`config.mk`:
```
export PLATFORM = sky130hd
export DESIGN_NAME = pcp_sequencer
export DESIGN_NICKNAME = d
export VERILOG_FILES = /design/src/logic/pcp_pkg.sv /design/src/logic/pcp_sequencer.sv
export SDC_FILE = /design/constraint.sdc
export NUM_CORES = 2
export LEC_CHECK = 0
export BUFFER_PORTS_ARGS = -buffer_cell sky130_fd_sc_hd__buf_2
export CAP_MARGIN = 10
export CORE_ASPECT_RATIO = 2
export CORE_UTILIZATION = 57
export CTS_CLUSTER_SIZE = 30
export DETAILED_ROUTE_END_ITERATION = 16
export PLACE_DENSITY_LB_ADDON = 0.3
export SYNTH_ARGS = -nofsm -noshare
export SYNTH_HDL_FRONTEND = slang
export SYNTH_SLANG_ARGS = --single-unit
```
`constraint.sdc`:
```
create_clock -name pclk -period 3.9 [get_ports pclk]
set_clock_uncertainty 0.05 [all_clocks]
set_input_delay 0.39 -clock pclk [delete_from_list [all_inputs] [get_ports pclk]]
set_output_delay 0.39 -clock pclk [all_outputs]
set_load 0.005 [all_outputs]
```
`src/logic/pcp_pkg.sv`:
```
// Shared constants and types of the program sequencing block
package pcp_pkg;

    // Widths
    localparam int PC_W = 13;
    localparam int PAGE_LO_W = 10;
    localparam int PAGE_W = 3;
    localparam int BYTE_W = 8;
    localparam int ARG_W = 10;
    localparam int PADDR_W = 12;
    localparam int DADDR_W = 6;

    // Register indices; byte address is four times the index
    localparam logic [9:0] IDX_INDIRECT_SLOT = 10'h000;
    localparam logic [9:0] IDX_PROGRAM_COUNTER = 10'h002;
    localparam logic [9:0] IDX_STATUS_FLAGS = 10'h003;
    localparam logic [9:0] IDX_RAM_BANK_POINTER = 10'h004;
    localparam logic [9:0] IDX_COMMON_FIRST = 10'h010;
    localparam logic [9:0] IDX_BANKED_FIRST = 10'h020;
    localparam logic [9:0] IDX_DATA_LAST = 10'h03f;
    localparam logic [9:0] IDX_SEQ_CONFIG = 10'h040;
    localparam logic [9:0] IDX_STACK_INFO = 10'h041;

    // Status field positions
    localparam int ST_PAGE_HI = 7;
    localparam int ST_PAGE_LO = 5;
    localparam int ST_TIMEOUT = 4;
    localparam int ST_HALT = 3;
    localparam int ST_ZERO = 2;
    localparam int ST_NIBBLE_CARRY = 1;
    localparam int ST_CARRY = 0;
    localparam logic [7:0] STATUS_SW_MASK = 8'he7;

    // RAM bank pointer field positions
    localparam int RBP_BANK_HI = 7;
    localparam int RBP_BANK_LO = 6;

    // Sequencer configuration fields
    localparam int CFG_TWO_CYCLE = 0;
    localparam int CFG_SLOW_CLK = 1;

    // Stack info fields
    localparam int SI_OVERFLOW = 6;
    localparam int SI_UNDERFLOW = 7;

    // Reset values
    localparam logic [7:0] STATUS_RST = 8'h18;
    localparam logic [7:0] RBP_RST = 8'h00;
    localparam logic [1:0] CFG_RST = 2'h0;

    // Last divider count of an instruction cycle, one below its length in clocks
    localparam logic [1:0] DIV_FAST_LAST = 2'h1;
    localparam logic [1:0] DIV_SLOW_LAST = 2'h3;

    // Operations issued by the execute stage
    typedef enum logic [3:0] {
        OP_STEP = 4'h0,
        OP_JUMP = 4'h1,
        OP_CALL = 4'h2,
        OP_EXIT = 4'h3,
        OP_EXIT_LIT = 4'h4,
        OP_EXIT_IRQ = 4'h5,
        OP_ADD_PC = 4'h6,
        OP_MOV_PC = 4'h7,
        OP_WRITE_PC = 4'h8,
        OP_SLEEP = 4'h9,
        OP_WDT_CLEAR = 4'ha,
        OP_FLAGS = 4'hb
    } pcp_op_t;

    typedef enum logic [0:0] {
        SEQ_RUN = 1'b0,
        SEQ_REWRITE = 1'b1
    } pcp_seq_t;

endpackage : pcp_pkg

```
`src/logic/pcp_sequencer.sv`:
```
// Program counter, return stack, status, bank pointer and data window with APB access
//
// Operation
// - Program counter and each return stack entry are 13 bits wide.
// - Program space splits into 1024-word pages picked by the top three bits.
// - Reset clears the whole program counter.
// - Jump loads its operand into the low 10 counter bits.
// - Call pushes next address, then loads operand into low 10 bits.
// - All three exit forms load the counter from the stack top.
// - Exits leave page-select untouched; return goes to the calling page.
// - Adding accumulator to counter is a 10-bit add carrying into bits 8 and 9 only.
// - Moving accumulator into counter replaces low 8 bits, keeps bits 8 and 9.
// - Every other counter write, bit ops included, keeps bits 8 and 9.
// - Jump, call and counter writes copy page-select into bits 12 to 10.
// - Page-select sits in status bits 7 to 5; page n spans n*0x400 onward.
// - One instruction cycle each at fclk/2 or fclk/4; rewrites take one or two.
// - Status bit 4 set by sleep, watchdog clear, power-on; cleared on timeout.
// - Status bit 3 set by power-on or watchdog clear, cleared by sleep.
// - Status bit 2 is zero flag, bit 1 nibble carry, bit 0 carry.
// - Bank pointer bits 7:6 pick bank, bits 5:0 pick indirect address.
// - Address zero is redirected to the register the bank pointer names.
`timescale 1ns/1ps
module pcp_sequencer #(
    parameter int STACK_DEPTH = 8,
    parameter int COMMON_BYTES = 16,
    parameter int BANKS = 4,
    parameter int BANK_BYTES = 32
) (
    input wire logic pclk,
    input wire logic presetn,
    input wire logic psel,
    input wire logic penable,
    input wire logic pwrite,
    input wire logic [pcp_pkg::PADDR_W-1:0] paddr,
    input wire logic [31:0] pwdata,
    output logic [31:0] prdata,
    output logic pready,
    output logic pslverr,
    input wire logic op_valid,
    input wire pcp_pkg::pcp_op_t op_code,
    input wire logic [pcp_pkg::ARG_W-1:0] op_arg,
    input wire logic wdt_timeout,
    output logic op_ready,
    output logic op_ack,
    output logic instr_tick,
    output logic exit_literal_load,
    output logic [pcp_pkg::BYTE_W-1:0] exit_literal,
    output logic irq_exit,
    output logic [pcp_pkg::PC_W-1:0] pc_addr,
    output logic [pcp_pkg::BYTE_W-1:0] status_out,
    output logic [pcp_pkg::BYTE_W-1:0] ram_bank_out
);

    localparam int SP_W = $clog2(STACK_DEPTH);
    localparam int BANK_SEL_W = $clog2(BANKS);
    localparam int COMMON_W = $clog2(COMMON_BYTES);
    localparam int BANK_OFF_W = $clog2(BANK_BYTES);

    typedef struct packed {
        pcp_pkg::pcp_seq_t seq;
        logic [pcp_pkg::PC_W-1:0] pc;
        logic [7:0] status;
        logic [7:0] rbp;
        logic [1:0] cfg;
        logic [1:0] div_cnt;
        logic tick;
        logic [SP_W-1:0] sp;
        logic [SP_W:0] depth;
        logic overflow;
        logic underflow;
        logic [STACK_DEPTH-1:0][pcp_pkg::PC_W-1:0] stack;
        logic [COMMON_BYTES-1:0][7:0] common;
        logic [BANKS*BANK_BYTES-1:0][7:0] banked;
        logic op_ready;
        logic op_ack;
        logic lit_load;
        logic [7:0] lit;
        logic irq_exit;
        logic pready;
        logic pslverr;
        logic [31:0] prdata;
    } pcp_state_t;

    localparam pcp_state_t STATE_RST = '{
        seq: pcp_pkg::SEQ_RUN,
        status: pcp_pkg::STATUS_RST,
        rbp: pcp_pkg::RBP_RST,
        cfg: pcp_pkg::CFG_RST,
        op_ready: 1'b1,
        default: '0
    };

    pcp_state_t state_reg;
    pcp_state_t state_next;

    // Data-space address after resolving the indirect slot
    function automatic logic [pcp_pkg::DADDR_W-1:0] resolve_addr(
        input logic [9:0] idx,
        input logic [7:0] rbp
    );
        resolve_addr = (idx == pcp_pkg::IDX_INDIRECT_SLOT) ? rbp[pcp_pkg::DADDR_W-1:0] : idx[5:0];
    endfunction : resolve_addr

    function automatic logic is_data_addr(input logic [9:0] idx);
        is_data_addr = (idx == pcp_pkg::IDX_INDIRECT_SLOT) || (idx == pcp_pkg::IDX_PROGRAM_COUNTER) ||
            (idx == pcp_pkg::IDX_STATUS_FLAGS) || (idx == pcp_pkg::IDX_RAM_BANK_POINTER) ||
            ((idx >= pcp_pkg::IDX_COMMON_FIRST) && (idx <= pcp_pkg::IDX_DATA_LAST));
    endfunction : is_data_addr

    function automatic logic [BANK_SEL_W+BANK_OFF_W-1:0] bank_index(
        input logic [pcp_pkg::DADDR_W-1:0] a,
        input logic [7:0] rbp
    );
        bank_index = {rbp[pcp_pkg::RBP_BANK_HI:pcp_pkg::RBP_BANK_LO], a[BANK_OFF_W-1:0]};
    endfunction : bank_index

    // Read of the resolved data space; address zero has nothing behind it
    function automatic logic [31:0] data_read(
        input logic [pcp_pkg::DADDR_W-1:0] a,
        input pcp_state_t s
    );
        data_read = 32'h0;
        if (a == pcp_pkg::IDX_PROGRAM_COUNTER[5:0]) begin
            data_read = {19'h0, s.pc};
        end else if (a == pcp_pkg::IDX_STATUS_FLAGS[5:0]) begin
            data_read = {24'h0, s.status};
        end else if (a == pcp_pkg::IDX_RAM_BANK_POINTER[5:0]) begin
            data_read = {24'h0, s.rbp};
        end else if (a >= pcp_pkg::IDX_BANKED_FIRST[5:0]) begin
            data_read = {24'h0, s.banked[bank_index(a, s.rbp)]};
        end else if (a >= pcp_pkg::IDX_COMMON_FIRST[5:0]) begin
            data_read = {24'h0, s.common[a[COMMON_W-1:0]]};
        end
    endfunction : data_read

    // Stack status word: sticky flags above the live depth
    function automatic logic [31:0] stack_info(input pcp_state_t s);
        stack_info = {24'h0, s.underflow, s.overflow, {(6 - SP_W - 1){1'b0}}, s.depth};
    endfunction : stack_info

    logic accept;
    logic [1:0] div_last;
    logic [pcp_pkg::PC_W-1:0] pc_inc;
    logic [pcp_pkg::PAGE_W-1:0] page;
    logic [pcp_pkg::PAGE_LO_W-1:0] rel_sum;
    logic [SP_W-1:0] top;
    logic rewrite;
    logic access;
    logic [9:0] idx;
    logic bus_ok;
    logic bus_answer;
    logic bus_write;
    logic call_overflow;
    logic exit_underflow;
    logic [pcp_pkg::DADDR_W-1:0] daddr;

    always_comb begin
        state_next = state_reg;
        state_next.op_ack = 1'b0;
        state_next.lit_load = 1'b0;
        state_next.irq_exit = 1'b0;
        rewrite = 1'b0;
        pc_inc = state_reg.pc + 13'h1;
        page = state_reg.status[pcp_pkg::ST_PAGE_HI:pcp_pkg::ST_PAGE_LO];
        rel_sum = pc_inc[pcp_pkg::PAGE_LO_W-1:0] + {2'h0, op_arg[7:0]};
        top = state_reg.sp - {{(SP_W-1){1'b0}}, 1'b1};

        // Instruction cycle enable: every 2 or 4 clocks
        div_last = state_reg.cfg[pcp_pkg::CFG_SLOW_CLK] ? pcp_pkg::DIV_SLOW_LAST : pcp_pkg::DIV_FAST_LAST;
        if (state_reg.div_cnt >= div_last) begin
            state_next.div_cnt = 2'h0;
            state_next.tick = 1'b1;
        end else begin
            state_next.div_cnt = state_reg.div_cnt + 2'h1;
            state_next.tick = 1'b0;
        end

        // Extra cycle of a counter rewrite ends on the next instruction tick
        if (state_reg.seq == pcp_pkg::SEQ_REWRITE && state_reg.tick) begin
            state_next.seq = pcp_pkg::SEQ_RUN;
            state_next.op_ready = 1'b1;
        end

        // Timeout clears first so a same-cycle set wins
        if (wdt_timeout) begin
            state_next.status[pcp_pkg::ST_TIMEOUT] = 1'b0;
        end

        accept = state_reg.tick && op_valid && state_reg.op_ready && (state_reg.seq == pcp_pkg::SEQ_RUN);
        // Stack edge events, shared by push/pop and the flag clear
        call_overflow = accept && (op_code == pcp_pkg::OP_CALL) && (state_reg.depth == STACK_DEPTH[SP_W:0]);
        exit_underflow = accept && (op_code inside {pcp_pkg::OP_EXIT, pcp_pkg::OP_EXIT_LIT, pcp_pkg::OP_EXIT_IRQ}) &&
            (state_reg.depth == '0);
        if (accept) begin
            state_next.op_ack = 1'b1;
            case (op_code)
                pcp_pkg::OP_JUMP: begin
                    state_next.pc = {page, op_arg};
                    rewrite = 1'b1;
                end
                pcp_pkg::OP_CALL: begin
                    state_next.stack[state_reg.sp] = pc_inc;
                    // Pointer wraps, so a push on a full stack replaces the oldest entry
                    state_next.sp = state_reg.sp + {{(SP_W-1){1'b0}}, 1'b1};
                    if (call_overflow) begin
                        state_next.overflow = 1'b1;
                    end else begin
                        state_next.depth = state_reg.depth + {{SP_W{1'b0}}, 1'b1};
                    end
                    state_next.pc = {page, op_arg};
                    rewrite = 1'b1;
                end
                pcp_pkg::OP_EXIT, pcp_pkg::OP_EXIT_LIT, pcp_pkg::OP_EXIT_IRQ: begin
                    state_next.pc = state_reg.stack[top];
                    // Empty pop still reads the stale slot below the pointer
                    state_next.sp = top;
                    if (exit_underflow) begin
                        state_next.underflow = 1'b1;
                    end else begin
                        state_next.depth = state_reg.depth - {{SP_W{1'b0}}, 1'b1};
                    end
                    state_next.lit_load = (op_code == pcp_pkg::OP_EXIT_LIT);
                    state_next.lit = op_arg[7:0];
                    state_next.irq_exit = (op_code == pcp_pkg::OP_EXIT_IRQ);
                    rewrite = 1'b1;
                end
                pcp_pkg::OP_ADD_PC: begin
                    state_next.pc = {page, rel_sum};
                    rewrite = 1'b1;
                end
                pcp_pkg::OP_MOV_PC: begin
                    state_next.pc = {page, state_reg.pc[9:8], op_arg[7:0]};
                    rewrite = 1'b1;
                end
                pcp_pkg::OP_WRITE_PC: begin
                    state_next.pc = {page, state_reg.pc[9:8], op_arg[7:0]};
                    rewrite = 1'b1;
                end
                pcp_pkg::OP_SLEEP: begin
                    state_next.pc = pc_inc;
                    state_next.status[pcp_pkg::ST_TIMEOUT] = 1'b1;
                    state_next.status[pcp_pkg::ST_HALT] = 1'b0;
                end
                pcp_pkg::OP_WDT_CLEAR: begin
                    state_next.pc = pc_inc;
                    state_next.status[pcp_pkg::ST_TIMEOUT] = 1'b1;
                    state_next.status[pcp_pkg::ST_HALT] = 1'b1;
                end
                pcp_pkg::OP_FLAGS: begin
                    state_next.pc = pc_inc;
                    // Mask in arg[5:3], values in arg[2:0]
                    if (op_arg[3 + pcp_pkg::ST_ZERO]) begin
                        state_next.status[pcp_pkg::ST_ZERO] = op_arg[pcp_pkg::ST_ZERO];
                    end
                    if (op_arg[3 + pcp_pkg::ST_NIBBLE_CARRY]) begin
                        state_next.status[pcp_pkg::ST_NIBBLE_CARRY] = op_arg[pcp_pkg::ST_NIBBLE_CARRY];
                    end
                    if (op_arg[3 + pcp_pkg::ST_CARRY]) begin
                        state_next.status[pcp_pkg::ST_CARRY] = op_arg[pcp_pkg::ST_CARRY];
                    end
                end
                default: begin
                    state_next.pc = pc_inc;
                end
            endcase
            if (rewrite && state_reg.cfg[pcp_pkg::CFG_TWO_CYCLE]) begin
                state_next.seq = pcp_pkg::SEQ_REWRITE;
                state_next.op_ready = 1'b0;
            end
        end

        // APB slave: one wait state, answer registered
        access = psel && penable;
        idx = paddr[pcp_pkg::PADDR_W-1:2];
        daddr = resolve_addr(idx, state_reg.rbp);
        bus_ok = (paddr[1:0] == 2'h0) && (is_data_addr(idx) || (idx == pcp_pkg::IDX_SEQ_CONFIG) ||
            (idx == pcp_pkg::IDX_STACK_INFO));
        bus_answer = access && !state_reg.pready;
        bus_write = access && state_reg.pready && pwrite && !state_reg.pslverr;
        state_next.pready = bus_answer;
        if (bus_answer) begin
            state_next.pslverr = !bus_ok;
            state_next.prdata = 32'h0;
            if (!pwrite && bus_ok) begin
                if (idx == pcp_pkg::IDX_SEQ_CONFIG) begin
                    state_next.prdata = {30'h0, state_reg.cfg};
                end else if (idx == pcp_pkg::IDX_STACK_INFO) begin
                    state_next.prdata = stack_info(state_reg);
                end else begin
                    state_next.prdata = data_read(daddr, state_reg);
                end
            end
        end

        // Bus write lands after instruction effects and wins over all but a same-cycle stack flag event
        if (bus_write) begin
            if (idx == pcp_pkg::IDX_SEQ_CONFIG) begin
                state_next.cfg = pwdata[1:0];
            end else if (idx == pcp_pkg::IDX_STACK_INFO) begin
                // Write one to clear; an event in the same cycle is kept
                if (pwdata[pcp_pkg::SI_OVERFLOW] && !call_overflow) begin
                    state_next.overflow = 1'b0;
                end
                if (pwdata[pcp_pkg::SI_UNDERFLOW] && !exit_underflow) begin
                    state_next.underflow = 1'b0;
                end
            end else if (daddr == pcp_pkg::IDX_PROGRAM_COUNTER[5:0]) begin
                state_next.pc = {state_next.status[pcp_pkg::ST_PAGE_HI:pcp_pkg::ST_PAGE_LO],
                    state_reg.pc[9:8], pwdata[7:0]};
            end else if (daddr == pcp_pkg::IDX_STATUS_FLAGS[5:0]) begin
                state_next.status = (pwdata[7:0] & pcp_pkg::STATUS_SW_MASK) |
                    (state_next.status & ~pcp_pkg::STATUS_SW_MASK);
            end else if (daddr == pcp_pkg::IDX_RAM_BANK_POINTER[5:0]) begin
                state_next.rbp = pwdata[7:0];
            end else if (daddr >= pcp_pkg::IDX_BANKED_FIRST[5:0]) begin
                state_next.banked[bank_index(daddr, state_reg.rbp)] = pwdata[7:0];
            end else if (daddr >= pcp_pkg::IDX_COMMON_FIRST[5:0]) begin
                state_next.common[daddr[COMMON_W-1:0]] = pwdata[7:0];
            end
        end
    end

    always_ff @(posedge pclk or negedge presetn) begin
        if (!presetn) begin
            state_reg <= STATE_RST;
        end else begin
            state_reg <= state_next;
        end
    end

    assign prdata = state_reg.prdata;
    assign pready = state_reg.pready;
    assign pslverr = state_reg.pslverr;
    assign op_ready = state_reg.op_ready;
    assign op_ack = state_reg.op_ack;
    assign instr_tick = state_reg.tick;
    assign exit_literal_load = state_reg.lit_load;
    assign exit_literal = state_reg.lit;
    assign irq_exit = state_reg.irq_exit;
    assign pc_addr = state_reg.pc;
    assign status_out = state_reg.status;
    assign ram_bank_out = state_reg.rbp;

endmodule : pcp_sequencer

```
# ---- Word level (Yosys, flattened, before mapping)
# Cells that the tools add are included.
dict set report word_totals {
  in_bits 65
  ff_bits 1346
  wordCells 341
  output_inout_bits 76
}
dict set report classes {
  bitwise_logic 8
  n_reduce_logical 52
  order_cmp 12
  add_sub_neg 7
  n_eq_ne 23
  mux 66
}
# operator n
set op_table {}
lappend op_table {{$bwmux 1024} 1}
lappend op_table {{$bwmux 128} 1}
lappend op_table {{$mux 106} 1}
lappend op_table {{$bwmux 104} 1}
lappend op_table {{$mux 104} 1}
lappend op_table {{$mux 13} 7}
lappend op_table {{$mux 8} 11}
lappend op_table {{$mux 29} 2}
lappend op_table {{$bmux 8 s7} 1}
lappend op_table {{$demux 8 s7} 1}
lappend op_table {{$pmux 13 s4} 1}
lappend op_table {{$bmux 13 s3} 1}
lappend op_table {{$demux 13 s3} 1}
lappend op_table {{$bmux 8 s4} 1}
lappend op_table {{$demux 8 s4} 1}
lappend op_table {{$mux 31} 1}
lappend op_table {{$logic_and 1x1->1} 22}
lappend op_table {{$eq 10x2->1 const B} 2}
lappend op_table {{$eq 10x7->1 const B} 2}
lappend op_table {{$eq 4x4->1 const B} 5}
lappend op_table {{$eq 4x3->1 const B} 4}
lappend op_table {{$mux 1} 16}
lappend op_table {{$mux 16} 1}
lappend op_table {{$mux 14} 1}
lappend op_table {{other kinds (52)} 82}

# ---- Depth between registers and ports, before layout
dict set report depth {
  depth_word 12
  mapped_depth 14
  ltp_nobuf 13
}

# ---- Worst setup path after synthesis
# Ideal clock, no wire load.
dict set report synth_path {
  kind {flip-flop to flip-flop}
  startpoint {register state_reg[1308] (netlist bit)}
  endpoint {register state_reg, in the netlist pc_addr[8]}
  path_stages_with_launch 12
  n_path_buf 3
  path_slack_ps 125
  required_ps 3722
  setup_time_ps 128
  period_less_slack_ps 3775
  arrival_time_ps 3597
  path_cell_list {dfrtp_1 clkbuf_1 buf_1 inv_1 ha_1 xor2_1 clkbuf_1 mux2_2 a222oi_1 o21ai_0 nor3_1 o21ai_0}
}
dict set report synth_between {
  elab_chain_len 9
}
# element line_no
set synth_rtl {}
lappend synth_rtl {{start: declaration} pcp_sequencer.sv:93} ;# pcp_state_t state_reg;
lappend synth_rtl {{start signal: assignment} pcp_sequencer.sv:327} ;# state_reg <= state_next;
lappend synth_rtl {{$sub 3x1->3 (*)} pcp_sequencer.sv:166} ;# top = state_reg.sp - {{(SP_W-1){1'b0}}, 1'b1};
lappend synth_rtl {{named net top[0]} pcp_sequencer.sv:146} ;# logic [SP_W-1:0] top;
lappend synth_rtl {{$bmux 13 s3 (*)} pcp_sequencer.sv:214} ;# state_next.pc = state_reg.stack[top];
lappend synth_rtl {{$mux 13 (not written as such) (*)} pcp_sequencer.sv:214}
lappend synth_rtl {{$pmux 13 s4 (*)} pcp_sequencer.sv:196} ;# case (op_code)
lappend synth_rtl {{$mux 14 (*)} pcp_sequencer.sv:194} ;# if (accept) begin
lappend synth_rtl {{$mux 13} pcp_sequencer.sv:307} ;# end else if (daddr == pcp_pkg::IDX_PROGRAM_COUNTER[5:0]) begin
lappend synth_rtl {{$mux 29} pcp_sequencer.sv:299} ;# end else if (idx == pcp_pkg::IDX_STACK_INFO) begin
lappend synth_rtl {{$mux 29} pcp_sequencer.sv:297} ;# if (idx == pcp_pkg::IDX_SEQ_CONFIG) begin
lappend synth_rtl {{$mux 31 (*)} pcp_sequencer.sv:296} ;# if (bus_write) begin
# Mark *: on every way through the listed nets, which the timed path passes. The rest lies on a longest branch. The select of a mux whose other input is x is not followed.
# A chain may end at the register's enable or synchronous reset.

# ---- Worst setup path in the final report
dict set report layout_path {
  startpoint {register state_reg, in the netlist ram_bank_out[1]}
  endpoint {register state_reg, in the netlist prdata[3]}
}
dict set report layout_between {
  elab_chain_len 11
  elab_cells_between_ends 18
  classes_between {2 x order compare; 3 x eq/ne; 13 x mux}
}
# element line_no
set layout_rtl {}
lappend layout_rtl {{$mux 6 (*)} pcp_sequencer.sv:101} ;# resolve_addr = (idx == pcp_pkg::IDX_INDIRECT_SLOT) ? rbp[pcp_pkg::DADDR_W-1:0] : idx[5:0];
lappend layout_rtl {{branches (longest 6 deep; another with $bmux 8 s7)} --}
lappend layout_rtl {{$mux 13 (*)} pcp_sequencer.sv:123} ;# if (a == pcp_pkg::IDX_PROGRAM_COUNTER[5:0]) begin
lappend layout_rtl {{$mux 13 (*)} pcp_sequencer.sv:287} ;# end else if (idx == pcp_pkg::IDX_STACK_INFO) begin
lappend layout_rtl {{$mux 13 (*)} pcp_sequencer.sv:285} ;# if (idx == pcp_pkg::IDX_SEQ_CONFIG) begin
lappend layout_rtl {{$mux 13 (*)} pcp_sequencer.sv:284} ;# if (!pwrite && bus_ok) begin
# Mark *: on every way between the ends. The select of a mux whose other input is x is not followed.

==> results by group <==
Run status
  – Status: completed

STA
  – RSZ-0062 raised after global routing: no
  – Worst setup margin: roughly 0.13 ns
  – Pins Over Slew Limit: 0
  – Slew HR: 0.332
  – Finish-stage setup viols: 0
  – Worst-Margin Slew: about 1.0 ns
  – Fin. Hold Viols: 0
  – Fmax: approximately 0.27 GHz
  – Tmin final: between 3 and 4 ns
  – Fin crit share: 0.966

Synthesis
  – Register area share after synthesis: 0.526
  – Post-synth EDFFs: 0
  – Count leader, synth: dfrtp_1
  – Yosys warnings: 0
  – Number of synthesized register bits: 1327
  – Dominant cell type by area after synthesis: dfrtp_1
  – Mapped Cells: approximately 5.6k
  – Top post-synthesis cells by area: dfrtp_1 52%, mux2_2 21%, nand2_1 7.1%
  – Synth Cell Area: 63100 sq um
  – Synth Area per Inst: 11.2 sq um
  – Synth cell count leaders: 1324 x dfrtp_1, 1202 x nand2_1, 1177 x mux2_2
  – Netlist cell types: 76
  – Most used DFF post-synth: dfrtp_1
  – Post-synth top area share: 0.525
  – Share of flip-flops with an asynchronous set or reset: 1.00

Route
  – Drt total wl: 198000 microns
  – Routed wire per std cell: 27.3 microns
  – Post-DRT Antenna Nets: 0
  – Iteration-0 DRC Markers: ~4.3k
  – Pre-antenna DRT Iters: 8
  – Via count: approximately 47k
  – Via density: ~6.5
  – DRC viols: 0

Worst setup path
  – Crit Path Max Fanout: 50
  – Slowest CP cell: a2111oi_0
  – Critical path type: reg2reg
  – Crit-path cells: a41o_4 > buf_12 > buf_4 > mux2i_1 > a2111oi_0 > buf_4 > a311oi_1 > or4_1 > a21oi_1
  – CP dominant cell by count: buf_4
  – CP endpoint kind: flop
  – Worst Path Arrival: about 4.4 ns
  – Crit-path max cell delay: 0.68 ns
  – CP Launch Type: flop
  – Worst path top cell family by delay: compound AO/OA/AOI/OAI gates
  – CP Buf/Inv Count: 3
  – Critical path required time: roughly 4.5 ns

Power and ir drop
  – P_leak: 33.6 nW
  – Pwr Total: 29.5 mW
  – Worst vdd ir: about 0.34 mV
  – PwrDens: ~420 nW/um^2

Die
  – Die ar.: 112000 sq um
  – Vert. Die Dim: between 400 and 500 microns
  – Initial Utilization: 0.575
  – Core area: 110000 sq um
  – # IOs: between 100 and 150
  – Die width: 237 microns
  – Row Count: about 170

Global routing
  – Vias in the first global route: around 48k
  – Grt total ovfl: 0
  – Initial antenna violation count: 4
  – Total GRT Usage: 0.356
  – Largest net degree at the start of global routing: between 100 and 150
  – First-pass GRT wire length: 298000 microns

Placed design
  – PortBufs: 97
  – Placed Instances: roughly 7k
  – Final HPWL DP: about 130000 microns
  – Placer Congestion: between 1 and 1.5
  – Pre-CTS setup slack: -0.293 ns

Clocking
  – Max clock buf depth: 3
  – Clock root cell: clkbuf_16
  – Sink Count: between 1k and 1.5k
  – Worst-Skew Late Latency: about 0.76 ns
  – Clock transition at path regs: around 0.07 ns
  – H-tree depth: 3
  – Total CTS buffers: 110
  – CTS tree: yes

Cells and area
  – Layout area overhead: 12.3%
  – Share of cells above drive strength 1: 0.332
  – Max reg flops: roughly 1.3k
  – Layout Cells excl Fill: roughly 7.2k
  – Nets: about 5.8k

Min path
  – Worst Hold Class: in2reg

Job
  – Maxcap violations: 0
==> routing by layer <==
layer,track usage,wire length (microns),up-vias
met5,0,0,-
li1,-,-,19961
met2,0.601,97800,2166
met1,0.396,68000,23946
met3,0.0630,13700,799
met4,0.280,18400,0
==> tightest hold or removal path, cell delays in order <==
cell,delay (ns)
buf_2,0.14
nor3b_1,0.07
and3_1,0.17
==> placed cells by master, fill, tap and decap left out, types with 10 or more instances in the layout <==
cell	count
o211ai_1	10
buf_12	69
xor2_1	12
a32oi_1	28
buf_4	283
conb_1	19
nor2_1	98
a211oi_1	11
clkbuf_16	114
a311oi_1	16
and3_1	66
clkbuf_1	20
mux4_2	26
mux2_2	1177
a221oi_1	12
dfrtp_1	1323
a31oi_1	88
nor2_2	35
bufinv_16	14
o21ai_0	108
nor3_1	34
nand3_1	333
buf_2	88
nand4_1	36
mux2i_1	100
nor2_4	41
inv_1	21
o22ai_1	29
nand2_1	1197
a21oi_1	133
clkinv_2	17
ha_1	14
a22oi_1	11
xnor2_1	14
dlygate4sd3_1	16
a32o_1	23
nor4_1	21
clkbuf_8	25
==> repair_timing <==
action,CTS,global route
hold buffers,16,0
resized for setup,0,1
hold endpoints to repair,109,0
setup endpoints to repair,0,1
setup buffers,0,0
==> cell type report <==
type,count,area (sq um)
antenna,3,7.51
clock buffer,159,3270
clock inverter,39,578
fill,8254,38900
inverter,24,90.1
multi-input combinational,3849,27900
sequential,1327,33200
tap,1392,1740
timing repair buffer,456,4110
==> logic make-up after synthesis <==
logic type | share of synthesized area
buffers and inverters | 0.0366
muxes | 0.236
xor gates and xnor gates | 0.00375
AOI/OAI and AO/OA | 0.0566
other | 0.0000594
and+or+nand+nor | 0.137
DFF | 0.526
adders and majority gates | 0.00341
==> worst paths after layout <==
path / slack [ns] / start / endpoint / cells past startpoint
max: 0.13 / ram_bank_out[1] / prdata[3] / 9
min: 0.02 / op_code[3] / exit_literal_load / 3
max reg2reg: 0.13 / ram_bank_out[1] / prdata[3] / 9
min reg2reg: 0.43 / state_reg[1312] / state_reg[1312] / 1
max in group asynchronous: 2.30 / presetn / pc_addr[2] / 4
min in group asynchronous: 0.17 / presetn / state_reg[1190] / 2
==> where the power goes <==
group          internal [mW]  switching, mW  total [mW]
Clock                   6.74           5.19        11.9
Sequential              13.9          0.234        14.2
Combinational           1.10           2.29        3.39
Total                   21.8           7.72        29.5
==> stage by stage <==
step                      hold WS [ns]  TNS (ns)  cell area [sq um]   util
final                           0.0188         0              70900  0.646
after global routing            0.0219         0              70900  0.646
after CTS                      0.00301         0              70900  0.646
after detailed placement         0.400    -0.634              66900  0.609
after global placement           0.400    -0.671              66900  0.609
after floorplan                 0.0444         0              63200      -
Power figures use the tool's default switching activity.
